`src/hw/nsx_pkg.sv`:
```
package nsx_pkg;

   // Opcode patterns (13-bit)
   localparam logic [12:0] OP_SHL_MEM    = 13'h10E0;  // 10E0..10E3
   localparam logic [12:0] OP_SHR_MEM    = 13'h10E4;  // 10E4..10E7
   localparam logic [12:0] OP_SHR_REG_1  = 13'h10F1;
   localparam logic [12:0] OP_SHR_REG_2  = 13'h10F5;
   localparam logic [12:0] OP_SLEEP      = 13'h1FFD;
   localparam logic [12:0] OP_SUB_RR     = 13'h1870;  // 1870..1877
   localparam logic [12:0] OP_SUB_RI     = 13'h1840;  // 1840..185F
   localparam logic [12:0] OP_SUB_RM     = 13'h1860;  // 1860..1867
   localparam logic [12:0] OP_SUB_MR     = 13'h1868;  // 1868..186F
   localparam logic [12:0] OP_SUB_MI     = 13'h1800;  // 1800..183F

   // Page bases used with the page offset extension
   localparam logic [15:0] PAGE_BASE_1   = 16'h0000;
   localparam logic [15:0] PAGE_BASE_2   = 16'hFF00;

   // Reset values
   localparam logic [15:0] PTR_RST       = 16'h0000;
   localparam logic [3:0]  NIB_RST       = 4'h0;

   // Decoded operation classes
   typedef enum logic [3:0] {
      NSX_NONE, NSX_SHL_M, NSX_SHR_M, NSX_SHR_R, NSX_SUB_RR, NSX_SUB_RI,
      NSX_SUB_RM, NSX_SUB_MR, NSX_SUB_MI, NSX_SLEEP
   } nsx_op_t;

   // Decoded instruction
   typedef struct packed {
      nsx_op_t    op;        // Operation class
      logic       ptr_sel;   // 0 pointer_1, 1 pointer_2
      logic       post_inc;  // Pointer post-increment
      logic       dst_sel;   // Destination register select
      logic       src_sel;   // Source register select
      logic [3:0] imm;       // Immediate nibble
      logic       two_cyc;   // Takes two cycles
   } nsx_dec_t;

   // Data memory request
   typedef struct packed {
      logic        rd;       // Read strobe
      logic        wr;       // Write strobe
      logic [15:0] addr;     // Nibble address
      logic [3:0]  wdata;    // Write data
   } nsx_mem_req_t;

endpackage

```
`src/hw/nsx_decode.sv`:
```
`timescale 1ns/1ps
// Combinational opcode decoder
module nsx_decode (
   input  wire logic [12:0]       opcode_i, // Instruction word
   output nsx_pkg::nsx_dec_t      dec_o     // Decoded fields
);

   // Classify the opcode by its fixed bits
   always_comb begin
      dec_o          = '0;
      dec_o.op       = nsx_pkg::NSX_NONE;
      dec_o.ptr_sel  = opcode_i[1];
      dec_o.post_inc = opcode_i[0];
      dec_o.dst_sel  = opcode_i[2];
      dec_o.src_sel  = opcode_i[1];
      dec_o.imm      = opcode_i[3:0];
      if (opcode_i == nsx_pkg::OP_SLEEP) begin
         dec_o.op      = nsx_pkg::NSX_SLEEP;
         dec_o.two_cyc = 1'b1;
      end else if ((opcode_i == nsx_pkg::OP_SHR_REG_1) || (opcode_i == nsx_pkg::OP_SHR_REG_2)) begin
         dec_o.op       = nsx_pkg::NSX_SHR_R;
         dec_o.dst_sel  = opcode_i[2];
         dec_o.post_inc = 1'b0;
      end else if (opcode_i[12:2] == nsx_pkg::OP_SHL_MEM[12:2]) begin
         dec_o.op      = nsx_pkg::NSX_SHL_M;
         dec_o.two_cyc = opcode_i[0];
      end else if (opcode_i[12:2] == nsx_pkg::OP_SHR_MEM[12:2]) begin
         dec_o.op      = nsx_pkg::NSX_SHR_M;
         dec_o.two_cyc = opcode_i[0];
      end else if (opcode_i[12:3] == nsx_pkg::OP_SUB_RR[12:3]) begin
         dec_o.op       = nsx_pkg::NSX_SUB_RR;
         dec_o.post_inc = 1'b0;
      end else if (opcode_i[12:5] == nsx_pkg::OP_SUB_RI[12:5]) begin
         dec_o.op       = nsx_pkg::NSX_SUB_RI;
         dec_o.dst_sel  = opcode_i[4];
         dec_o.post_inc = 1'b0;
      end else if (opcode_i[12:3] == nsx_pkg::OP_SUB_RM[12:3]) begin
         dec_o.op = nsx_pkg::NSX_SUB_RM;
      end else if (opcode_i[12:3] == nsx_pkg::OP_SUB_MR[12:3]) begin
         dec_o.op      = nsx_pkg::NSX_SUB_MR;
         dec_o.two_cyc = 1'b1;
      end else if (opcode_i[12:6] == nsx_pkg::OP_SUB_MI[12:6]) begin
         dec_o.op       = nsx_pkg::NSX_SUB_MI;
         dec_o.ptr_sel  = opcode_i[5];
         dec_o.post_inc = opcode_i[4];
         dec_o.two_cyc  = 1'b1;
      end
   end

endmodule

```
`src/hw/nsx_alu.sv`:
```
`timescale 1ns/1ps
// Nibble shift and subtract unit
module nsx_alu (
   input  wire logic              shl_i,    // Shift left
   input  wire logic              shr_i,    // Shift right
   input  wire logic [3:0]        a_i,      // Minuend or shift operand
   input  wire logic [3:0]        b_i,      // Subtrahend
   output logic      [3:0]        res_o,    // Result
   output logic                   carry_o,  // Carry or borrow
   output logic                   zero_o    // Result is zero
);

   logic [4:0] diff;

   // Borrow out of bit 3 from a 5-bit difference
   assign diff = {1'b0, a_i} - {1'b0, b_i};

   // Select shift or subtract result
   always_comb begin
      if (shl_i) begin
         res_o   = {a_i[2:0], 1'b0};
         carry_o = a_i[3];
      end else if (shr_i) begin
         res_o   = {1'b0, a_i[3:1]};
         carry_o = a_i[0];
      end else begin
         res_o   = diff[3:0];
         carry_o = diff[4];
      end
      zero_o = (res_o == 4'h0);
   end

endmodule

```
`src/hw/nsx_exec.sv`:
```
`timescale 1ns/1ps
// Notes on behaviour
// - 10E0/10E2 shift memory left, bit3 to carry
// - 10E1/10E3 also increment pointer, two cycles
// - Pointer increments never touch the flags
// - Page offset gives 0000H or FF00H page
// - Post-increment and register forms ignore page offset
// - 1FFD sleeps in two cycles, stopping all
// - External interrupt wakes core from sleep
// - 10F1/10F5 shift register right, one cycle
// - 10E4/10E6 shift memory right, bit0 to carry
// - 10E5/10E7 also increment pointer, two cycles
// - 1870-1877 register minus register, one cycle
// - 1840-185F register minus immediate, one cycle
// - 1860-1866 even: register minus memory, page ok
// - Odd 1861-1867 also increment pointer, one cycle
// - 1868-186E even: memory minus register, write back
// - Odd 1869-186F also increment pointer, two cycles
// - 1800-180F/1820-182F memory minus immediate, write back
// - Post-increment immediate form increments pointer, two cycles
// - 1810-181F/1830-183F decode immediate post-increment form
//
// Timing: an instruction is presented with instr_valid_i while instr_ready_o
// is high. One-cycle ops complete in the same cycle (memory read data must be
// returned combinationally on mem_rdata_i). Two-cycle ops read in cycle one
// and write or finish in cycle two, holding instr_ready_o low in between.
module nsx_exec (
   input  wire logic                   ref_clk_i,       // Core clock
   input  wire logic                   rst_n_i,         // Async reset, active low
   input  wire logic                   instr_valid_i,   // Opcode present
   input  wire logic [12:0]            opcode_i,        // Opcode word
   input  wire logic                   page_load_i,     // Load of page offset
   input  wire logic [7:0]             page_byte_i,     // Page offset byte
   input  wire logic                   ext_irq_i,       // External interrupt
   input  wire logic [3:0]             mem_rdata_i,     // Memory read data
   output logic                        instr_ready_o,   // Ready for an opcode
   output nsx_pkg::nsx_mem_req_t       mem_req_o,       // Memory request
   output logic [3:0]                  work_reg_1_o,    // Work register 1
   output logic [3:0]                  work_reg_2_o,    // Work register 2
   output logic [15:0]                 pointer_1_o,     // Pointer 1
   output logic [15:0]                 pointer_2_o,     // Pointer 2
   output logic                        carry_o,         // Carry flag
   output logic                        zero_o,          // Zero flag
   output logic                        sleep_o          // Sleep state
);

   typedef enum logic [1:0] {NSX_RUN, NSX_SECOND, NSX_SLEEPING} nsx_state_t;

   nsx_state_t        state_reg;
   nsx_pkg::nsx_dec_t dec_now;
   nsx_pkg::nsx_dec_t dec_reg;
   nsx_pkg::nsx_dec_t dec;
   logic [3:0]        regs_reg [2];
   logic [15:0]       ptr_reg  [2];
   logic [7:0]        page_reg;
   logic              page_valid_reg;
   logic              carry_reg;
   logic              zero_reg;
   logic [3:0]        mem_data_reg;
   logic              first_cyc;
   logic              second_cyc;
   logic              use_page;
   logic [15:0]       addr;
   logic [15:0]       addr_reg;
   logic [3:0]        alu_a;
   logic [3:0]        alu_b;
   logic [3:0]        alu_res;
   logic              alu_c;
   logic              alu_z;
   logic              mem_op;
   logic              write_back;

   nsx_decode u_decode (
      .opcode_i (opcode_i),
      .dec_o    (dec_now)
   );

   // Accept in run state; second cycle works from the held decode
   assign first_cyc     = (state_reg == NSX_RUN) && instr_valid_i;
   assign second_cyc    = (state_reg == NSX_SECOND);
   assign dec           = second_cyc ? dec_reg : dec_now;
   assign instr_ready_o = (state_reg == NSX_RUN);

   // Page offset only for memory forms without post-increment
   assign mem_op   = (dec.op == nsx_pkg::NSX_SHL_M) || (dec.op == nsx_pkg::NSX_SHR_M) ||
                     (dec.op == nsx_pkg::NSX_SUB_RM) || (dec.op == nsx_pkg::NSX_SUB_MR) ||
                     (dec.op == nsx_pkg::NSX_SUB_MI);
   assign use_page = page_valid_reg && mem_op && !dec.post_inc;

   // Operand address: pointer or paged byte
   always_comb begin
      if (second_cyc) begin
         addr = addr_reg;
      end else if (use_page) begin
         addr = (dec.ptr_sel ? nsx_pkg::PAGE_BASE_2 : nsx_pkg::PAGE_BASE_1)
                | {8'h00, page_reg};
      end else begin
         addr = ptr_reg[dec.ptr_sel];
      end
   end

   // ALU operand selection; memory value comes live or from the held read
   always_comb begin
      alu_a = regs_reg[dec.dst_sel];
      alu_b = nsx_pkg::NIB_RST;
      case (dec.op)
         nsx_pkg::NSX_SUB_RR: alu_b = regs_reg[dec.src_sel];
         nsx_pkg::NSX_SUB_RI: alu_b = dec.imm;
         nsx_pkg::NSX_SUB_RM: alu_b = mem_rdata_i;
         nsx_pkg::NSX_SUB_MR: begin
            alu_a = mem_data_reg;
            alu_b = regs_reg[dec.dst_sel];
         end
         nsx_pkg::NSX_SUB_MI: begin
            alu_a = mem_data_reg;
            alu_b = dec.imm;
         end
         nsx_pkg::NSX_SHL_M,
         nsx_pkg::NSX_SHR_M: alu_a = second_cyc ? mem_data_reg : mem_rdata_i;
         default: ;
      endcase
   end

   nsx_alu u_alu (
      .shl_i   (dec.op == nsx_pkg::NSX_SHL_M),
      .shr_i   ((dec.op == nsx_pkg::NSX_SHR_M) || (dec.op == nsx_pkg::NSX_SHR_R)),
      .a_i     (alu_a),
      .b_i     (alu_b),
      .res_o   (alu_res),
      .carry_o (alu_c),
      .zero_o  (alu_z)
   );

   // Write-back happens in the second cycle for two-cycle memory writers,
   // and in the first for single-cycle memory shifts
   assign write_back = (second_cyc && ((dec.op == nsx_pkg::NSX_SUB_MR) ||
                                       (dec.op == nsx_pkg::NSX_SUB_MI) ||
                                       (dec.op == nsx_pkg::NSX_SHL_M) ||
                                       (dec.op == nsx_pkg::NSX_SHR_M))) ||
                       (first_cyc && !dec.two_cyc &&
                        ((dec.op == nsx_pkg::NSX_SHL_M) || (dec.op == nsx_pkg::NSX_SHR_M)));

   // Memory request: read in first cycle, write when results are due
   always_comb begin
      mem_req_o       = '0;
      mem_req_o.addr  = addr;
      mem_req_o.wdata = alu_res;
      mem_req_o.rd    = first_cyc && mem_op;
      mem_req_o.wr    = write_back;
   end

   // Sequencer: second cycle, sleep entry and external wake-up
   always_ff @(posedge ref_clk_i or negedge rst_n_i) begin
      if (!rst_n_i) begin
         state_reg <= NSX_RUN;
      end else begin
         case (state_reg)
            NSX_RUN:
               if (first_cyc && dec_now.two_cyc) begin
                  state_reg <= NSX_SECOND;
               end
            NSX_SECOND:
               if (dec_reg.op == nsx_pkg::NSX_SLEEP) begin
                  state_reg <= ext_irq_i ? NSX_RUN : NSX_SLEEPING;
               end else begin
                  state_reg <= NSX_RUN;
               end
            NSX_SLEEPING:
               if (ext_irq_i) begin
                  state_reg <= NSX_RUN;
               end
            default: state_reg <= NSX_RUN;
         endcase
      end
   end

   // Hold the decode and memory read across the second cycle
   always_ff @(posedge ref_clk_i or negedge rst_n_i) begin
      if (!rst_n_i) begin
         dec_reg      <= '0;
         mem_data_reg <= nsx_pkg::NIB_RST;
         addr_reg     <= nsx_pkg::PTR_RST;
      end else if (first_cyc) begin
         dec_reg      <= dec_now;
         mem_data_reg <= mem_rdata_i;
         addr_reg     <= addr;  // Paged address must survive the consumed offset
      end
   end

   // Page offset register: armed by a load, consumed by the next instruction
   always_ff @(posedge ref_clk_i or negedge rst_n_i) begin
      if (!rst_n_i) begin
         page_reg       <= 8'h00;
         page_valid_reg <= 1'b0;
      end else if (page_load_i) begin
         page_reg       <= page_byte_i;
         page_valid_reg <= 1'b1;
      end else if (first_cyc) begin
         page_valid_reg <= 1'b0;
      end
   end

   // Flags follow only the shift or subtract result
   always_ff @(posedge ref_clk_i or negedge rst_n_i) begin
      if (!rst_n_i) begin
         carry_reg <= 1'b0;
         zero_reg  <= 1'b0;
      end else if ((first_cyc && !dec.two_cyc && dec.op != nsx_pkg::NSX_NONE) ||
                   (write_back && second_cyc)) begin
         carry_reg <= alu_c;
         zero_reg  <= alu_z;
      end
   end

   // Work registers: register-destination results
   always_ff @(posedge ref_clk_i or negedge rst_n_i) begin
      if (!rst_n_i) begin
         regs_reg[0] <= nsx_pkg::NIB_RST;
         regs_reg[1] <= nsx_pkg::NIB_RST;
      end else if (first_cyc && ((dec.op == nsx_pkg::NSX_SHR_R) || (dec.op == nsx_pkg::NSX_SUB_RR) ||
                                 (dec.op == nsx_pkg::NSX_SUB_RI) || (dec.op == nsx_pkg::NSX_SUB_RM))) begin
         regs_reg[dec.dst_sel] <= alu_res;
      end
   end

   // Pointers: post-increment after the operand access, flags untouched
   always_ff @(posedge ref_clk_i or negedge rst_n_i) begin
      if (!rst_n_i) begin
         ptr_reg[0] <= nsx_pkg::PTR_RST;
         ptr_reg[1] <= nsx_pkg::PTR_RST;
      end else if (mem_op && dec.post_inc &&
                   ((second_cyc) || (first_cyc && !dec.two_cyc))) begin
         ptr_reg[dec.ptr_sel] <= ptr_reg[dec.ptr_sel] + 16'h0001;
      end
   end

   assign work_reg_1_o = regs_reg[0];
   assign work_reg_2_o = regs_reg[1];
   assign pointer_1_o  = ptr_reg[0];
   assign pointer_2_o  = ptr_reg[1];
   assign carry_o      = carry_reg;
   assign zero_o       = zero_reg;
   assign sleep_o      = (state_reg == NSX_SLEEPING);

endmodule

```
`config.mk`:
```
export PLATFORM = sky130hd
export DESIGN_NAME = nsx_exec
export DESIGN_NICKNAME = d
export VERILOG_FILES = /design/src/hw/nsx_pkg.sv /design/src/hw/nsx_decode.sv /design/src/hw/nsx_alu.sv /design/src/hw/nsx_exec.sv
export SDC_FILE = /design/constraint.sdc
export NUM_CORES = 1
export LEC_CHECK = 0
export BUFFER_PORTS_ARGS = -buffer_cell sky130_fd_sc_hd__buf_2
export CORE_ASPECT_RATIO = 0.9
export CORE_UTILIZATION = 45
export CTS_BUF_LIST = sky130_fd_sc_hd__clkbuf_4
export DETAILED_ROUTE_END_ITERATION = 10
export PLACE_DENSITY = 0.67
export SKIP_CTS_REPAIR_TIMING = 1
export SLEW_MARGIN = 20
export SYNTH_ARGS = -nofsm -noshare
export SYNTH_HDL_FRONTEND = slang
export SYNTH_SLANG_ARGS = --single-unit
```
`constraint.sdc`:
```
create_clock -name ref_clk_i -period 8 [get_ports ref_clk_i]
set_clock_uncertainty 0.2 [all_clocks]
set_input_delay 2 -clock ref_clk_i [delete_from_list [all_inputs] [get_ports ref_clk_i]]
set_output_delay 2 -clock ref_clk_i [all_outputs]
set_load 0.05 [all_outputs]
```
Word level (Yosys, flattened, before mapping)
Index checks and enable logic that the tools add are counted.

storage, ports and cells
  flip-flop bits (word level) = 86
  input port bits = 30
  output and inout bits = 66
  logic and storage cells = 156

cells by class
  $add $sub $neg = 2
  magnitude comparators = 5
  equality and inequality tests = 23
  multiplexer cells = 64
  bitwise logic cells = 4
  reductions and logical operators = 40

operators with widths
  cell                   count
  $mux 16                7
  $mux 4                 18
  $eq 13x13->1 const B   3
  $bwmux 32              1
  $eq 10x10->1 const B   3
  $eq 11x11->1 const B   2
  $mux 1                 20
  $add 16x1->16 const B  1
  $demux 16 s1           1
  $eq 4x3->1 const B     4
  $or 16x8->16           1
  $pmux 4 s4             1
  $logic_and 1x1->1      15
  $logic_or 1x1->1       15
  $mux 2                 7
  $mux 13                1
  $mux 3                 3
  $bwmux 8               1
  $eq 4x2->1 const B     2
  $eq 4x4->1 const B     2
  $eq 8x8->1 const B     1
  $pmux 4 s2             1
  $eq 7x7->1 const B     1
  $ge 2x2->1 const B     3
  18 further kinds       24

Longest topological paths before layout
Gate-level depths: netlist (run 1).

  depth in word-level cells = 20
  depth in mapped cells = 19
  depth with buffers taken out = 17

Cells and area by module
From an unflattened synthesis (run 1), not the netlist that was laid out.

unflattened totals
  cell total of the unflattened synthesis = 572
  area total of the unflattened synthesis = 5307.6 sq um

modules (own cells, without submodules)
  module      instances  cells each  area each (sq um)  seq. area each (sq um)
  nsx_exec    1          488         4700.8             2127.0
  nsx_decode  1          44          304.0              0.0
  nsx_alu     1          40          302.8              0.0

Worst setup path after synthesis (run 1)
OpenSTA, ideal clock, no wires.

  kind = input to output
  start point = in opcode_i[8]
  end point = out mem_req_o[2] (netlist name)
  arrival = 5.895 ns
  required time = 5.800 ns
  setup slack = -0.095 ns
  stages = 12
  buffers on the path = 1
  cell sequence = or4b_1 -> clkbuf_1 -> or2_1 -> o22a_1 -> nand2b_1 -> a222oi_1 -> o32ai_1 -> or2_2 -> ha_1 -> xnor2_1 -> a21oi_1 -> a22oi_1

RTL lines
  what         RTL line        RTL
  from (decl)  nsx_exec.sv:31  input wire logic [12:0] opcode_i,
  to (decl)    nsx_exec.sv:37  output nsx_pkg::nsx_mem_req_t mem_req_o,

==> qor.txt, run 1 <==
Ys Warns: 0
cts bufs inserted: 9
DP HPWL: 11700 um
Clock Path Buffers: 2
worst-margin pin slew: 982 ps
nets@finish: 746
sw frac: 0.289
worst reg2reg startpoint: state_reg[0]$_DFFE_PN0P_
Iter 0 DRT Violations: 346
Pre-antenna DRT Iters: 5
Critical Path AT: 5630 ps
Post-synth EDFFs: 0
endpoint class of the critical path: output port
most frequent cells in the layout: nand2_1 (118), buf_2 (91), dfrtp_1 (84)
Hold WC Path Type: register to register
DRC: 0
endpoints failing hold: 0
ys flop type: dfrtp_1
top post-synthesis cells by area: dfrtp_1 (40%), nand2_1 (8.4%), mux2_2 (6.4%), o21ai_0 (4.9%), mux2i_1 (3.2%)
flops & latches, synth: 84
final worst slack: 174 ps
starting density of the core: 0.462
Clock transition at path regs: 120 ps
total power draw: 0.865 mW
slowest cell delay on critical path: 570 ps
Util after Layout: 0.550
Tmin final: 7830 ps
Crit-path slowest cell: or4b_4
share of the synthesized area in the top cell type: 0.400
CP Class: input port to output port
CTS tree: built
Core Area: 11400 um^2
number of global-route vias before repair: 4874
root buf cell: clkbuf_4
first-pass GRT wire length: 25400 um
Clock power frac: 0.325
clk sinks: 84
Synth-to-Final Area Change: 19.1%
vias per inst: 5.71
pin count of the biggest net entering global routing: 65
FMAX: 0.128 GHz
initial antenna violation count: 0
critical path fanouts, max: 5
Die ar.: 12100 um^2
CP required: 5800 ps
dpl ws: 41.8 ps
total grt overflow: 0
Pleak: 2.97 nW
placer's final routability congestion estimate: 0.920
Filler Cell Count: 1092
Max Cap Viol: 0
Buffers on Ports: 95
Boundary Pins: 96
Distinct cells, synth: 65
worst rel slew slack: 0.344
Post-DP Area: 6040 um^2
Final period util: 0.978
# diodes: 0
total nets after synthesis: 639
Total GRT Usage: 0.273
register area share after synthesis: 0.400
H-tree depth: 3
part of the power in registers: 0.525
Final setup viols: 0
WL/cell: 18.1 um
status: complete, no violations
ANT nets after route: 0
share of cells above drive strength 1: 0.276
Comb power frac: 0.149
final wirelength: 15800 um
Max VDD drop: 102 uV
worst-path cell chain: buf_2 > or4b_4 > or2_1 > o22a_1 > nand2b_1 > a222oi_1 > buf_4 > nor3_1 > a221oi_2 > ha_2 > fa_1 > a21oi_1 > o31ai_1 > o21ai_0 > clkbuf_4
Yosys top cell by area: dfrtp_1
Post-Syn Instances: 603
Avg Cell Area, Syn: 8.72 um^2
row cnt: 37
register area: 2100 um^2
hold wc startpoint: dec_reg[6]$_DFFE_PN0P_
crit path from: opcode_i[8]
total net switching power: 0.250 mW
startpoint type of the worst setup path: input port
Vias: 4972
internal power: 0.615 mW
Post-synth ARST share: 1.00
clk_lat worst skew: 470 ps
Syn Std Cell Area: 5260 um^2
Slew Limit Fails: 0
most common cell after layout, fill and taps aside: nand2_1
PwrDens: 138 nW/um^2
Multi-input gate area: 3040 um^2
Horiz. Die Dim: 116 um
final instance area: 6260 um^2
die height: 105 um
per-stage QoR:
stage               cells  hold slack (ps)  TNS [ps]
global route          871              329     -2.49
global placement      852              259         0
finish                871              301         0
detailed placement    852              270         0
CTS                   868              301         0
floorplan             603              239     -7.99
cells in the mapped netlist (5+ instances only):
| master | n |
|---|---|
| xnor2_1 | 18 |
| buf_2 | 5 |
| nand2_1 | 118 |
| nand4_1 | 6 |
| o21ai_0 | 51 |
| inv_1 | 11 |
| o31ai_1 | 6 |
| a31oi_1 | 7 |
| ha_1 | 5 |
| or2_2 | 6 |
| xor2_1 | 14 |
| nor3_1 | 11 |
| and3_1 | 5 |
| mux2i_1 | 17 |
| a21oi_1 | 21 |
| mux2_2 | 30 |
| nand2b_1 | 7 |
| nor2_1 | 37 |
| clkbuf_1 | 23 |
| and2_1 | 5 |
| or3_1 | 8 |
| nand3_1 | 22 |
| a21o_1 | 13 |
| nor2b_1 | 5 |
| dfrtp_1 | 84 |
per-layer routing:
| layer | up-vias | track usage | share of wire |
|---|---|---|---|
| met4 | 0 | 0.0824 | 0.016 |
| met2 | 206 | 0.412 | 0.45 |
| li1 | 2352 | - | - |
| met1 | 2394 | 0.382 | 0.46 |
| met5 | - | 0 | 0 |
| met3 | 20 | 0.0737 | 0.073 |
final cells by class:
cell class	instances	share of cell area
multi-input cells	477	0.485
flip-flops and latches	84	0.336
repair buffers	127	0.116
well taps	156	0.0312
clock buffers	11	0.0132
clock inverters	5	0.0122
inverters	11	0.00659
critical path: cells and delay by family:
family | cells | cell delay, ps
AOI/OAI and AO/OA | 6 | 1250
adders and majority gates | 2 | 660
buffers and inverters | 3 | 640
and+or+nand+nor | 4 | 1090
cells by family (layout without fill, tap and decap cells):
logic type,count (synthesis),in the layout,share of synthesized area
AO/OA/AOI/OAI,143,143,0.182
XOR/XNOR,32,32,0.0533
adder cells (fa/ha/maj),6,6,0.0157
buffers and inverters,42,154,0.0319
flip-flops,84,84,0.400
multiplexers,47,47,0.0966
AND/OR/NAND/NOR,249,249,0.221
power by group through the flow:
stage / clock network (mW) / registers (mW) / logic, mW
floorplan: 0 / 0.477 / 0.0638
global placement: 0 / 0.462 / 0.125
detailed placement: 0 / 0.462 / 0.128
CTS: 0.289 / 0.454 / 0.128
global route: 0.310 / 0.457 / 0.140
finish: 0.281 / 0.454 / 0.129
worst paths after layout:
path	to	slack, ps	cells past startpoint
worst max register to register	work_reg_2_o[3]$_DFFE_PN0P_	3510	16
min in group asynchronous	work_reg_2_o[2]$_DFFE_PN0P_	1190	1
worst min-delay path	dec_reg[6]$_DFFE_PN0P_	300	2
worst max-delay path	mem_req_o[1]	170	15
max in group asynchronous	dec_reg[9]$_DFFE_PN0P_	5280	2
worst min register to register	dec_reg[6]$_DFFE_PN0P_	300	2
Note: power is estimated with default switching activity, not from simulation.
==> run 2, diff against run 1 <==
- BUFFER_PORTS_ARGS: -buffer_cell sky130_fd_sc_hd__buf_2 -> not set
- DONT_BUFFER_PORTS: not set -> 1
- PLACE_DENSITY: 0.67 -> not set
==> run 2 against run 1 <==
Compared with the run above:
- final cell count decreased by 10%
- non-clock buffer count down 89
- sequential power grew 4%
- critical endpoint is now mem_req_o[3]
- largest cell class unchanged
==> qor.txt, run 2 (synthesized netlist as in run 1, its figures left out) <==
status: complete, no violations
Comb power frac: 0.106
FMAX: 0.128 GHz
Synth-to-Final Area Change: 9.37%
total power draw: 0.774 mW
row cnt: 37
root buf cell: clkbuf_4
ANT nets after route: 0
# diodes: 0
Pre-antenna DRT Iters: 5
Tmin final: 7780 ps
Buffers on Ports: 0
CP Class: input port to output port
RSZ-0062 raised after global routing: false
slowest cell delay on critical path: 560 ps
Clock power frac: 0.282
vias per inst: 5.85
worst rel slew slack: 0.245
clk_lat worst skew: 480 ps
register area: 2100 um^2
PwrDens: 135 nW/um^2
part of the power in registers: 0.611
Crit-path slowest cell: or4b_4
first-pass GRT wire length: 24300 um
sw frac: 0.308
share of cells above drive strength 1: 0.168
most common cell after layout, fill and taps aside: nand2_1
Placed Cells: 766
Clock transition at path regs: 130 ps
initial antenna violation count: 0
cts bufs inserted: 9
Die ar.: 12100 um^2
Max Cap Viol: 0
die height: 105 um
final worst slack: 216 ps
Pleak: 2.53 nW
final instance area: 5750 um^2
most frequent cells in the layout: nand2_1 (118), dfrtp_1 (84), o21ai_0 (39)
CP required: 5800 ps
Filler Cell Count: 1113
CP bufs+invs: 2
DP HPWL: 11200 um
critical path fanouts, max: 7
clk sinks: 84
worst-path cell chain: or4b_4 > or2_1 > o22a_1 > nand2b_1 > a222oi_1 > buf_4 > o32ai_1 > or2_2 > ha_1 > a21oi_1 > xnor2_1 > nor3b_1 > a21oi_1 > nand2_1 > buf_4
Boundary Pins: 96
Vias: 4576
Final setup viols: 0
worst-margin pin slew: 1130 ps
nets@finish: 657
startpoint type of the worst setup path: input port
Critical Path AT: 5580 ps
Clock Path Buffers: 2
Iter 0 DRT Violations: 287
Non-Filler Instances: 782
pin count of the biggest net entering global routing: 85
starting density of the core: 0.462
Post-DP Area: 5630 um^2
H-tree depth: 3
internal power: 0.535 mW
total grt overflow: 0
number of global-route vias before repair: 4536
Final period util: 0.973
dpl ws: 156 ps
Slew Limit Fails: 0
WL/cell: 19.2 um
placer's final routability congestion estimate: 0.947
Top delay family on crit path: simple AND/OR/NAND/NOR gates
Core Area: 11400 um^2
CTS tree: built
final wirelength: 15000 um
total net switching power: 0.239 mW
Hold WC Path Type: register to register
DRC: 0
Total GRT Usage: 0.263
Max VDD drop: 97.0 uV
Multi-input gate area: 3020 um^2
Horiz. Die Dim: 116 um
endpoints failing hold: 0
endpoint class of the critical path: output port
==> run 2: changes by cell type in the layout (fill, tap and decap cells not counted), sizes merged <==
cell / before / now
buf: 125 / 38
clkinv: 2 / 6
bufinv: 2 / 0
clkbuf: 13 / 9
==> run 2: power by group through the flow <==
stage	Sequential, mW	Clock, mW	Combinational, mW
finish	0.473	0.219	0.0823
global route	0.476	0.244	0.0906
CTS	0.473	0.229	0.0821
detailed placement	0.482	0	0.0816
global placement	0.481	0	0.0804
floorplan	0.477	0	0.0638
==> run 2: worst register-to-register path: stages (launching register included) <==
cell and delay [ps]:
dfrtp_1 450, nor2b_2 170, buf_4 270, o41a_1 490, o31ai_2 140, a211oi_1 160, a2bb2oi_1 390, nand2_1 120
a221oi_2 330, ha_1 240, inv_1 50, a21o_1 150, a21oi_1 190, xnor2_1 100, nor3b_1 140, a21oi_1 160
nand2_1 70, buf_4 200, buf_4 150, mux2_2 250
==> run 2: area by class of cell <==
cell class                      instances  area share
Tap cell                              156      0.0339
Clock inverter                          7     0.00761
Multi-Input combinational cell        477       0.524
Sequential cell                        84       0.365
Timing Repair Buffer                   38      0.0496
Inverter                               11     0.00718
Clock buffer                            9      0.0117
==> run 2: worst paths after layout <==
kind / cells after the start / slack (ps) / endpoint / startpoint
setup / recovery: 15 / 220 / mem_req_o[3] / opcode_i[8]
min in group asynchronous: 0 / 990 / dec_reg[10]$_DFFE_PN0P_ / rst_n_i
setup reg to reg: 19 / 3470 / work_reg_2_o[3]$_DFFE_PN0P_ / state_reg[0]$_DFFE_PN0P_
hold / removal: 2 / 300 / dec_reg[3]$_DFFE_PN0P_ / dec_reg[3]$_DFFE_PN0P_
max in group asynchronous: 0 / 6440 / page_reg[7]$_DFFE_PN0P_ / rst_n_i
hold reg to reg: 2 / 300 / dec_reg[3]$_DFFE_PN0P_ / dec_reg[3]$_DFFE_PN0P_
==> run 2: through the flow <==
step	setup TNS [ps]	hold slack, ps	utilization
4_1_cts	0	301	0.504
6_report	0	297	0.505
3_5_place_dp	0	271	0.494
2_1_floorplan	-7.99	239	-
3_3_place_gp	0	263	0.494
5_1_grt	0	323	0.505
==> run 2: layer usage <==
metal	part of all wire	GRT usage	routed length, um
met3	0.084	0.0916	1260
met5	0	0	0
met2	0.43	0.367	6420
met1	0.47	0.378	7120
met4	0.016	0.0861	240
